### src/shared/chps_pkg.sv
// Shared constants for the CPU halt power-save controller.
// Assumes one system clock and an active-low asynchronous reset.
package chps_pkg;

    // ------------------------------------------------------------
    // Widths
    // ------------------------------------------------------------
    // External sources 0-6, 20-25, 30, 31, 100, 101, 110, 111
    localparam int unsigned NUM_EXT = 19;
    localparam int unsigned PRIO_W = 3;
    localparam int unsigned SYNC_W = NUM_EXT + 1;
    // Bit of the synchroniser vector that carries the NMI pin
    localparam int unsigned NMI_BIT = NUM_EXT;

    // ------------------------------------------------------------
    // Reset values
    // ------------------------------------------------------------
    localparam logic RST_CPU_CLK_EN = 1'h1;
    localparam logic RST_SYS_ON = 1'h1;
    localparam logic RST_PULSE = 1'h0;
    localparam logic RST_HALTED = 1'h0;
    localparam logic [SYNC_W-1:0] RST_SYNC = 20'h00000;

    // ------------------------------------------------------------
    // States
    // ------------------------------------------------------------
    typedef enum logic [0:0] {
        CHPS_RUN,
        CHPS_HALT
    } chps_state_t;

endpackage

### src/shared/chps_wake_if.sv
// Wake-source evaluation signals between the halt controller and its
// wake decision logic.
// Assumes both ends run on the same system clock.
`timescale 1ns/1ns
interface chps_wake_if;
    logic nmi;
    logic [chps_pkg::NUM_EXT-1:0] ext_req;
    logic [chps_pkg::NUM_EXT-1:0] mask;
    logic ei;
    logic isr_active;
    logic [chps_pkg::PRIO_W-1:0] isr_prio;
    logic nmi_busy;
    logic [chps_pkg::PRIO_W-1:0] req_prio;
    logic wake;
    logic mask_live;
    logic ack_nmi;
    logic ack_mask;
    logic branch;
    logic exec_next;
    logic hold_pending;

    modport eval (
        input nmi, ext_req, mask, ei, isr_active, isr_prio, nmi_busy,
        input req_prio,
        output wake, mask_live, ack_nmi, ack_mask, branch, exec_next,
        output hold_pending
    );
    modport ctrl (
        output nmi, ext_req, mask, ei, isr_active, isr_prio, nmi_busy,
        output req_prio,
        input wake, mask_live, ack_nmi, ack_mask, branch, exec_next,
        input hold_pending
    );
endinterface

### src/rtl/chps_sync.sv
// Two-stage synchroniser for the asynchronous request pins.
// Assumes the pins are level requests held until serviced.
`timescale 1ns/1ns
module chps_sync (
    input wire logic i_clk,
    input wire logic i_rstn,
    input wire logic [chps_pkg::SYNC_W-1:0] i_async,
    output logic [chps_pkg::SYNC_W-1:0] o_sync
);
    typedef struct packed {
        logic [chps_pkg::SYNC_W-1:0] meta;
        logic [chps_pkg::SYNC_W-1:0] stable;
    } chps_sync_t;

    chps_sync_t r;
    chps_sync_t next_r;

    always_comb begin
        next_r = r;
        next_r.meta = i_async;
        // First stage feeds only the second
        next_r.stable = r.meta;
    end

    always_ff @(posedge i_clk or negedge i_rstn) begin
        if (!i_rstn) begin
            r.meta <= chps_pkg::RST_SYNC;
            r.stable <= chps_pkg::RST_SYNC;
        end else begin
            r <= next_r;
        end
    end

    assign o_sync = r.stable;
endmodule // chps_sync

### src/rtl/chps_wake_eval.sv
// Wake decision: which request ends the halt, and how the CPU resumes.
// Assumes priority codes where a smaller value is more urgent, and
// req_prio is the level of the most urgent unmasked pending request.
`timescale 1ns/1ns
module chps_wake_eval (
    chps_wake_if.eval wk
);
    logic higher;

    always_comb begin
        wk.mask_live = |(wk.ext_req & ~wk.mask);
        // Any live source wakes, whatever its level
        wk.wake = wk.nmi | wk.mask_live;
        higher = !wk.isr_active || (wk.req_prio < wk.isr_prio);
        // NMI ignores the enable state; only a running NMI blocks it
        wk.ack_nmi = wk.nmi && !wk.nmi_busy;
        wk.ack_mask = !wk.nmi && wk.mask_live && wk.ei && higher &&
            !wk.nmi_busy;
        wk.branch = wk.ack_nmi || wk.ack_mask;
        wk.exec_next = wk.wake && !wk.branch;
        // A request that wakes but is not taken stays pending
        wk.hold_pending = (wk.nmi && !wk.ack_nmi) ||
            (wk.mask_live && !wk.ack_mask);
    end
endmodule // chps_wake_eval

### src/rtl/chps_top.sv
// CPU halt power-save controller: gates the CPU clock on the halt
// instruction and restores it on an interrupt request or reset.
// Assumes the CPU core and interrupt controller share i_clk; the NMI
// and external request pins are asynchronous.
//
// Functional notes
// RULE1 - Only the CPU's halt instruction puts the block into halt.
// RULE2 - In halt only the CPU clock stops; generator and system clock run.
// RULE3 - In halt every on-chip peripheral keeps its clock.
// RULE4 - In halt peripherals free of CPU instructions work on, ports aside.
// RULE5 - Halt preserves CPU registers, RAM and port states as they were.
// RULE6 - Halt ends on NMI, an unmasked external request, or the reset pin.
// RULE7 - Any such request wakes the CPU whatever its priority.
// RULE8 - Halted in a routine, a less urgent request wakes but stays pending.
// RULE9 - Halted in a routine, a more urgent request or NMI is taken.
// RULE10 - An NMI wake always branches to the handler, enabled or not; here it stays pending while an NMI is in service.
// RULE11 - Maskable wake: branch or resume when enabled, resume when disabled.
// RULE12 - Reset-pin wake is the same as an ordinary reset.
// RULE13 - In halt the external bus and the clock output pin keep running.
`timescale 1ns/1ns
module chps_top (
    input wire logic i_clk,
    input wire logic i_rstn,
    input wire logic i_halt_exec,
    input wire logic i_nmi_pin,
    input wire logic [chps_pkg::NUM_EXT-1:0] i_ext_irq_input,
    input wire logic [chps_pkg::NUM_EXT-1:0] i_irq_mask,
    input wire logic i_irq_enabled_state,
    input wire logic i_isr_active,
    input wire logic [chps_pkg::PRIO_W-1:0] i_isr_prio,
    input wire logic i_nmi_in_service,
    input wire logic [chps_pkg::PRIO_W-1:0] i_req_prio,
    output logic o_cpu_clk_en,
    output logic o_sys_clk_en,
    output logic o_periph_clk_en,
    output logic o_bus_run,
    output logic o_clock_output_pin_en,
    output logic o_state_hold,
    output logic o_halted,
    output logic o_wake,
    output logic o_ack_nmi,
    output logic o_ack_mask,
    output logic o_branch_handler,
    output logic o_exec_next,
    output logic o_hold_pending
);

    // ------------------------------------------------------------
    // State
    // ------------------------------------------------------------
    typedef struct packed {
        chps_pkg::chps_state_t state;
        logic cpu_clk_en;
        logic sys_on;
        logic periph_on;
        logic bus_on;
        logic clock_output_pin_on;
        logic hold;
        logic halted;
        logic wake;
        logic ack_nmi;
        logic ack_mask;
        logic branch;
        logic exec_next;
        logic hold_pending;
    } chps_top_t;

    chps_top_t r;
    chps_top_t next_r;
    logic [chps_pkg::SYNC_W-1:0] pins_async;
    logic [chps_pkg::SYNC_W-1:0] pins_sync;

    chps_wake_if wk ();

    // ------------------------------------------------------------
    // Pin synchronisers
    // ------------------------------------------------------------
    assign pins_async = {i_nmi_pin, i_ext_irq_input};

    chps_sync u_sync (
        .i_clk(i_clk),
        .i_rstn(i_rstn),
        .i_async(pins_async),
        .o_sync(pins_sync)
    );

    // ------------------------------------------------------------
    // Wake evaluation
    // ------------------------------------------------------------
    assign wk.nmi = pins_sync[chps_pkg::NMI_BIT];
    assign wk.ext_req = pins_sync[chps_pkg::NUM_EXT-1:0];
    assign wk.mask = i_irq_mask;
    assign wk.ei = i_irq_enabled_state;
    assign wk.isr_active = i_isr_active;
    assign wk.isr_prio = i_isr_prio;
    assign wk.nmi_busy = i_nmi_in_service;
    assign wk.req_prio = i_req_prio;

    chps_wake_eval u_eval (
        .wk(wk)
    );

    // ------------------------------------------------------------
    // Next-state logic
    // ------------------------------------------------------------
    always_comb begin
        next_r = r;
        next_r.wake = chps_pkg::RST_PULSE;
        next_r.ack_nmi = chps_pkg::RST_PULSE;
        next_r.ack_mask = chps_pkg::RST_PULSE;
        next_r.branch = chps_pkg::RST_PULSE;
        next_r.exec_next = chps_pkg::RST_PULSE;
        next_r.hold_pending = chps_pkg::RST_PULSE;
        // Generator, system, peripheral, bus and clock-out never stop
        next_r.sys_on = 1'h1; // RULE2
        next_r.periph_on = 1'h1; // RULE3
        next_r.bus_on = 1'h1; // RULE13
        next_r.clock_output_pin_on = 1'h1; // RULE13
        case (r.state)
            chps_pkg::CHPS_RUN: begin
                // Entry only through the halt instruction
                if (i_halt_exec) begin // RULE1
                    next_r.state = chps_pkg::CHPS_HALT;
                    next_r.cpu_clk_en = 1'h0; // RULE2
                    // Freezes CPU, RAM and port writes
                    next_r.hold = 1'h1; // RULE5
                    next_r.halted = 1'h1;
                end
            end
            chps_pkg::CHPS_HALT: begin
                // Priority does not gate the wake itself
                if (wk.wake) begin // RULE6 RULE7
                    next_r.state = chps_pkg::CHPS_RUN;
                    next_r.cpu_clk_en = 1'h1;
                    next_r.hold = 1'h0;
                    next_r.halted = 1'h0;
                    next_r.wake = 1'h1;
                    next_r.ack_nmi = wk.ack_nmi; // RULE9 RULE10
                    next_r.ack_mask = wk.ack_mask; // RULE9 RULE11
                    next_r.branch = wk.branch; // RULE10 RULE11
                    next_r.exec_next = wk.exec_next; // RULE11
                    next_r.hold_pending = wk.hold_pending; // RULE8
                end
            end
            default: begin
                next_r.state = chps_pkg::CHPS_RUN;
                next_r.cpu_clk_en = 1'h1;
                next_r.hold = 1'h0;
                next_r.halted = 1'h0;
            end
        endcase
    end

    // ------------------------------------------------------------
    // State register
    // ------------------------------------------------------------
    // Reset pin wake takes the same path as any reset
    always_ff @(posedge i_clk or negedge i_rstn) begin
        if (!i_rstn) begin // RULE12
            r.state <= chps_pkg::CHPS_RUN;
            r.cpu_clk_en <= chps_pkg::RST_CPU_CLK_EN;
            r.sys_on <= chps_pkg::RST_SYS_ON;
            r.periph_on <= chps_pkg::RST_SYS_ON;
            r.bus_on <= chps_pkg::RST_SYS_ON;
            r.clock_output_pin_on <= chps_pkg::RST_SYS_ON;
            r.hold <= chps_pkg::RST_HALTED;
            r.halted <= chps_pkg::RST_HALTED;
            r.wake <= chps_pkg::RST_PULSE;
            r.ack_nmi <= chps_pkg::RST_PULSE;
            r.ack_mask <= chps_pkg::RST_PULSE;
            r.branch <= chps_pkg::RST_PULSE;
            r.exec_next <= chps_pkg::RST_PULSE;
            r.hold_pending <= chps_pkg::RST_PULSE;
        end else begin
            r <= next_r;
        end
    end

    // ------------------------------------------------------------
    // Outputs
    // ------------------------------------------------------------
    // Clock gating cell sits outside; a glitch-free gate is assumed
    assign o_cpu_clk_en = r.cpu_clk_en;
    assign o_sys_clk_en = r.sys_on;
    assign o_periph_clk_en = r.periph_on; // RULE4
    assign o_bus_run = r.bus_on;
    assign o_clock_output_pin_en = r.clock_output_pin_on;
    assign o_state_hold = r.hold;
    assign o_halted = r.halted;
    assign o_wake = r.wake;
    assign o_ack_nmi = r.ack_nmi;
    assign o_ack_mask = r.ack_mask;
    assign o_branch_handler = r.branch;
    assign o_exec_next = r.exec_next;
    assign o_hold_pending = r.hold_pending;
endmodule // chps_top

### config.mk
export PLATFORM = sky130hd
export DESIGN_NAME = chps_top
export DESIGN_NICKNAME = d
export VERILOG_FILES = /design/src/shared/chps_pkg.sv /design/src/shared/chps_wake_if.sv /design/src/rtl/chps_sync.sv /design/src/rtl/chps_wake_eval.sv /design/src/rtl/chps_top.sv
export SDC_FILE = /design/constraint.sdc
export NUM_CORES = 1
export LEC_CHECK = 0
export ABC_AREA = 1
export BUFFER_PORTS_ARGS = -buffer_cell sky130_fd_sc_hd__buf_2
export CORE_AREA = 2 2 78 80
export CTS_CLUSTER_DIAMETER = 50
export CTS_CLUSTER_SIZE = 40
export DETAILED_ROUTE_END_ITERATION = 12
export DIE_AREA = 0 0 80 82
export PLACE_DENSITY = 0.54
export SLEW_MARGIN = 20
export SYNTH_ARGS = -nofsm -noshare
export SYNTH_HDL_FRONTEND = slang
export SYNTH_SLANG_ARGS = --single-unit
export TNS_END_PERCENT = 50
### constraint.sdc
create_clock -name i_clk -period 2.4 [get_ports i_clk]
set_clock_uncertainty 0.05 [all_clocks]
set_input_delay 0.24 -clock i_clk [delete_from_list [all_inputs] [get_ports i_clk]]
set_output_delay 0.24 -clock i_clk [all_outputs]
set_load 0.01 [all_outputs]
==> flow_metrics.tcl <==
set metrics [dict create \
    required_ns 2.11 \
    cts.path.max_buffers 2 \
    cts.sinks 49 \
    crit_buf_inv 1 \
    gr-total-overflow 0 \
    fin_nets 279 \
    die_w_um 80 \
    p_comb_share_pct 10.2 \
    cts.reportedPaths.clkPinSlew_ns 0.09 \
    crit_path_end "o_cpu_clk_en" \
    vias 1112 \
    critPathLaunchType "register" \
    reg2reg_to "o_exec_next$_DFF_PN0_" \
    placement_rows 28 \
    drt_iter0_drc 40 \
    crit_start "o_cpu_clk_en$_DFFE_PN1P_" \
    synth-seq-cells 49 \
    critPathMaxStageDelay_ns 0.53 \
    power.leakage_nw 1.25 \
    p_switching_mw 0.345 \
    crit_cells 1 \
    hold_depth 4 \
    yosys_warnings 0 \
    final.min_clock_period_ns 1.23 \
    ir_drop_mv 0.348 \
    syn_area_per_cell_um2 11.8 \
    cp-end-kind "output pin" \
    start_util_pct 28.6 \
    core-area_mm2 0.00575 \
    gp_congestion 0.687 \
    first_global_vias 1135 \
    routedWlPerCell_um 9.14 \
    cts_max_level 2 \
    grt_pass1_wl_mm 4.69 \
    crit_slowest_cell "dfstp_2" \
    root_buffer "clkbuf_8" \
    worstHoldPathType "input port to register" \
    swShare_pct 23.0 \
    path_class "register to output pin" \
    dp_hpwl_mm 1.94 \
    path_max_fanout 2 \
    netlist_instances 139 \
    r2r_cells 9 \
    regToRegSetupSlack_ns 1.17 \
    track_usage_pct 9.39 \
    crit_arrival_ns 0.94 \
    internal_power_mw 1.16 \
    die_h_um 82 \
    cts_tree "done" \
    num_antenna_cells 0 \
    rsz0062_at_grt "no" \
    viasPerCell 3.68 \
    period_share_pct 51.4 \
    reg2reg_from "u_sync.o_sync[12]$_DFF_PN0_" \
    grt_start_max_net_pins 25 \
    pin_count 64 \
    cap_violations 0 \
    synth_cell_types 16 \
    die-area_mm2 0.00656 \
    numCtsBuffers 5 \
    holdWs_ns 0.138 \
    post-cts-setup-buffers 0 \
    drcViolationCount 0 \
    drive_gt1_share_pct 33.5 \
    cts_resized 0 \
    syn2layout_area_growth_pct 41.1 \
    hold_violations 0 \
    crit_family "flip-flops" \
    pwr-share-seq_pct 58.7 \
    p_per_area_mw_per_mm2 647 \
    drt-pass1-iter-count 4 \
    status "finished clean" \
    fmax_mhz 811 \
    drv_slew 0 \
    port_buffers 59 \
    setup_viol 0 \
    worstPathCellList "buf_2" \
    antenna_found_initial 0 \
    clk_latency_ns 0.29 \
    yosysSeqAreaShare_pct 74.6 \
    ctsHoldBuffers 21 \
    tns_ns 0 \
    antenna_left 0 \
    wl_mm 2.76 \
    power_frac_clock_pct 31.1 \
    syn_area_mm2 0.00165 \
]
-- power by group through the flow --
stage               clock (mW)  combinational [mW]  sequential (mW)
detailed placement           0               0.130            0.899
global placement             0               0.128            0.899
floorplan                    0              0.0542            0.903
global route             0.527               0.177            0.888
finish                   0.466               0.153            0.882
CTS                      0.490               0.157            0.883
-- registers in the layout, summed over array words and instances (netlist names) --
signal / count
o_branch_handler: 1
o_state_hold: 1
o_wake: 1
r: 1
o_ack_mask: 1
o_ack_nmi: 1
o_exec_next: 1
u_sync.next_r: 20
o_hold_pending: 1
u_sync.o_sync: 20
o_cpu_clk_en: 1
-- per-layer routing --
metal  wire length [um]  vias to the layer above  GRT usage, %
met5                  0                        -             0
met4                 15                        0          4.07
met3                224                        2          3.52
met2               1340                       40          15.3
met1               1180                      499          11.1
li1                   -                      571             -
-- cell usage in the layout (no fill, tap or decap) --
cell,synthesis,layout
buf_2,0,59
dfrtp_1,48,48
nand2_1,33,33
inv_1,27,27
dlygate4sd3_1,0,21
nor2_1,6,6
clkbuf_8,0,5
a21oi_1,4,4
conb_1,1,4
o211ai_1,2,2
nor2_2,2,2
nand4_1,2,2
nand3_2,2,2
nand2_2,2,2
ha_1,2,2
clkinvlp_4,0,2
buf_4,5,2
or2_2,1,1
o21ai_1,1,1
clkbuf_1,0,1
dfstp_2,1,1
-- worst min-delay path: cells and delay by family --
| kind | cells | cell delay (ns) |
|---|---|---|
| buffers and inverters | 2 | 0.14 |
| AND/OR/NAND/NOR | 1 | 0.07 |
| AO/OA/AOI/OAI | 1 | 0.04 |
-- worst min-delay path by stage --
| stage | end | from |
|---|---|---|
| floorplan | o_ack_mask$_DFF_PN0_ | i_rstn |
| global placement | u_sync.next_r[10]$_DFF_PN0_ | i_rstn |
| detailed placement | u_sync.next_r[10]$_DFF_PN0_ | i_rstn |
| CTS | o_cpu_clk_en$_DFFE_PN1P_ | i_halt_exec |
| global route | o_hold_pending$_DFF_PN0_ | i_nmi_in_service |
| finish | o_cpu_clk_en$_DFFE_PN1P_ | i_halt_exec |
-- stage by stage --
stage	util (%)	instance area, um2	instances	power [mW]	setup WS, ns
floorplan	-	1660	142	0.957	1.22
detailed placement	35.2	2020	273	1.03	1.07
CTS	40.4	2320	302	1.53	1.15
global route	40.4	2320	302	1.59	1.06
finish	40.4	2320	302	1.50	1.17
global placement	35.2	2020	273	1.03	1.10
-- cell usage after synthesis --
master,instances,share of area [%]
o21ai_1,1,0.30
nand2_1,33,7.5
nor2_1,6,1.4
buf_4,5,2.3
nor2_2,2,0.76
nand2_2,2,0.76
ha_1,2,1.5
dfstp_2,1,1.6
nand4_1,2,0.76
dfrtp_1,48,73
or2_2,1,0.38
a21oi_1,4,1.2
o211ai_1,2,0.91
inv_1,27,6.2
nand3_2,2,1.2
conb_1,1,0.23
-- logic make-up (layout without fill, tap and decap cells) --
group                      after synthesis  after routing  synth area share, %
DFF                                     49             49                 74.6
and+or+nand+nor                         48             48                 12.8
buffers and inverters                   32            117                 8.44
AOI/OAI and AO/OA                        7              7                 2.43
adders and majority gates                2              2                 1.52
other                                    1              4                0.228
-- final cells by class --
class | instances | area, um2
fill | 609 | 3420
inverter | 27 | 101
timing repair buffer | 82 | 520
clock buffer | 6 | 72.6
tap | 75 | 93.8
multi-input combinational | 61 | 290
sequential | 49 | 1230
clock inverter | 2 | 15.0
No activity file was read; power rests on OpenSTA's default activity.
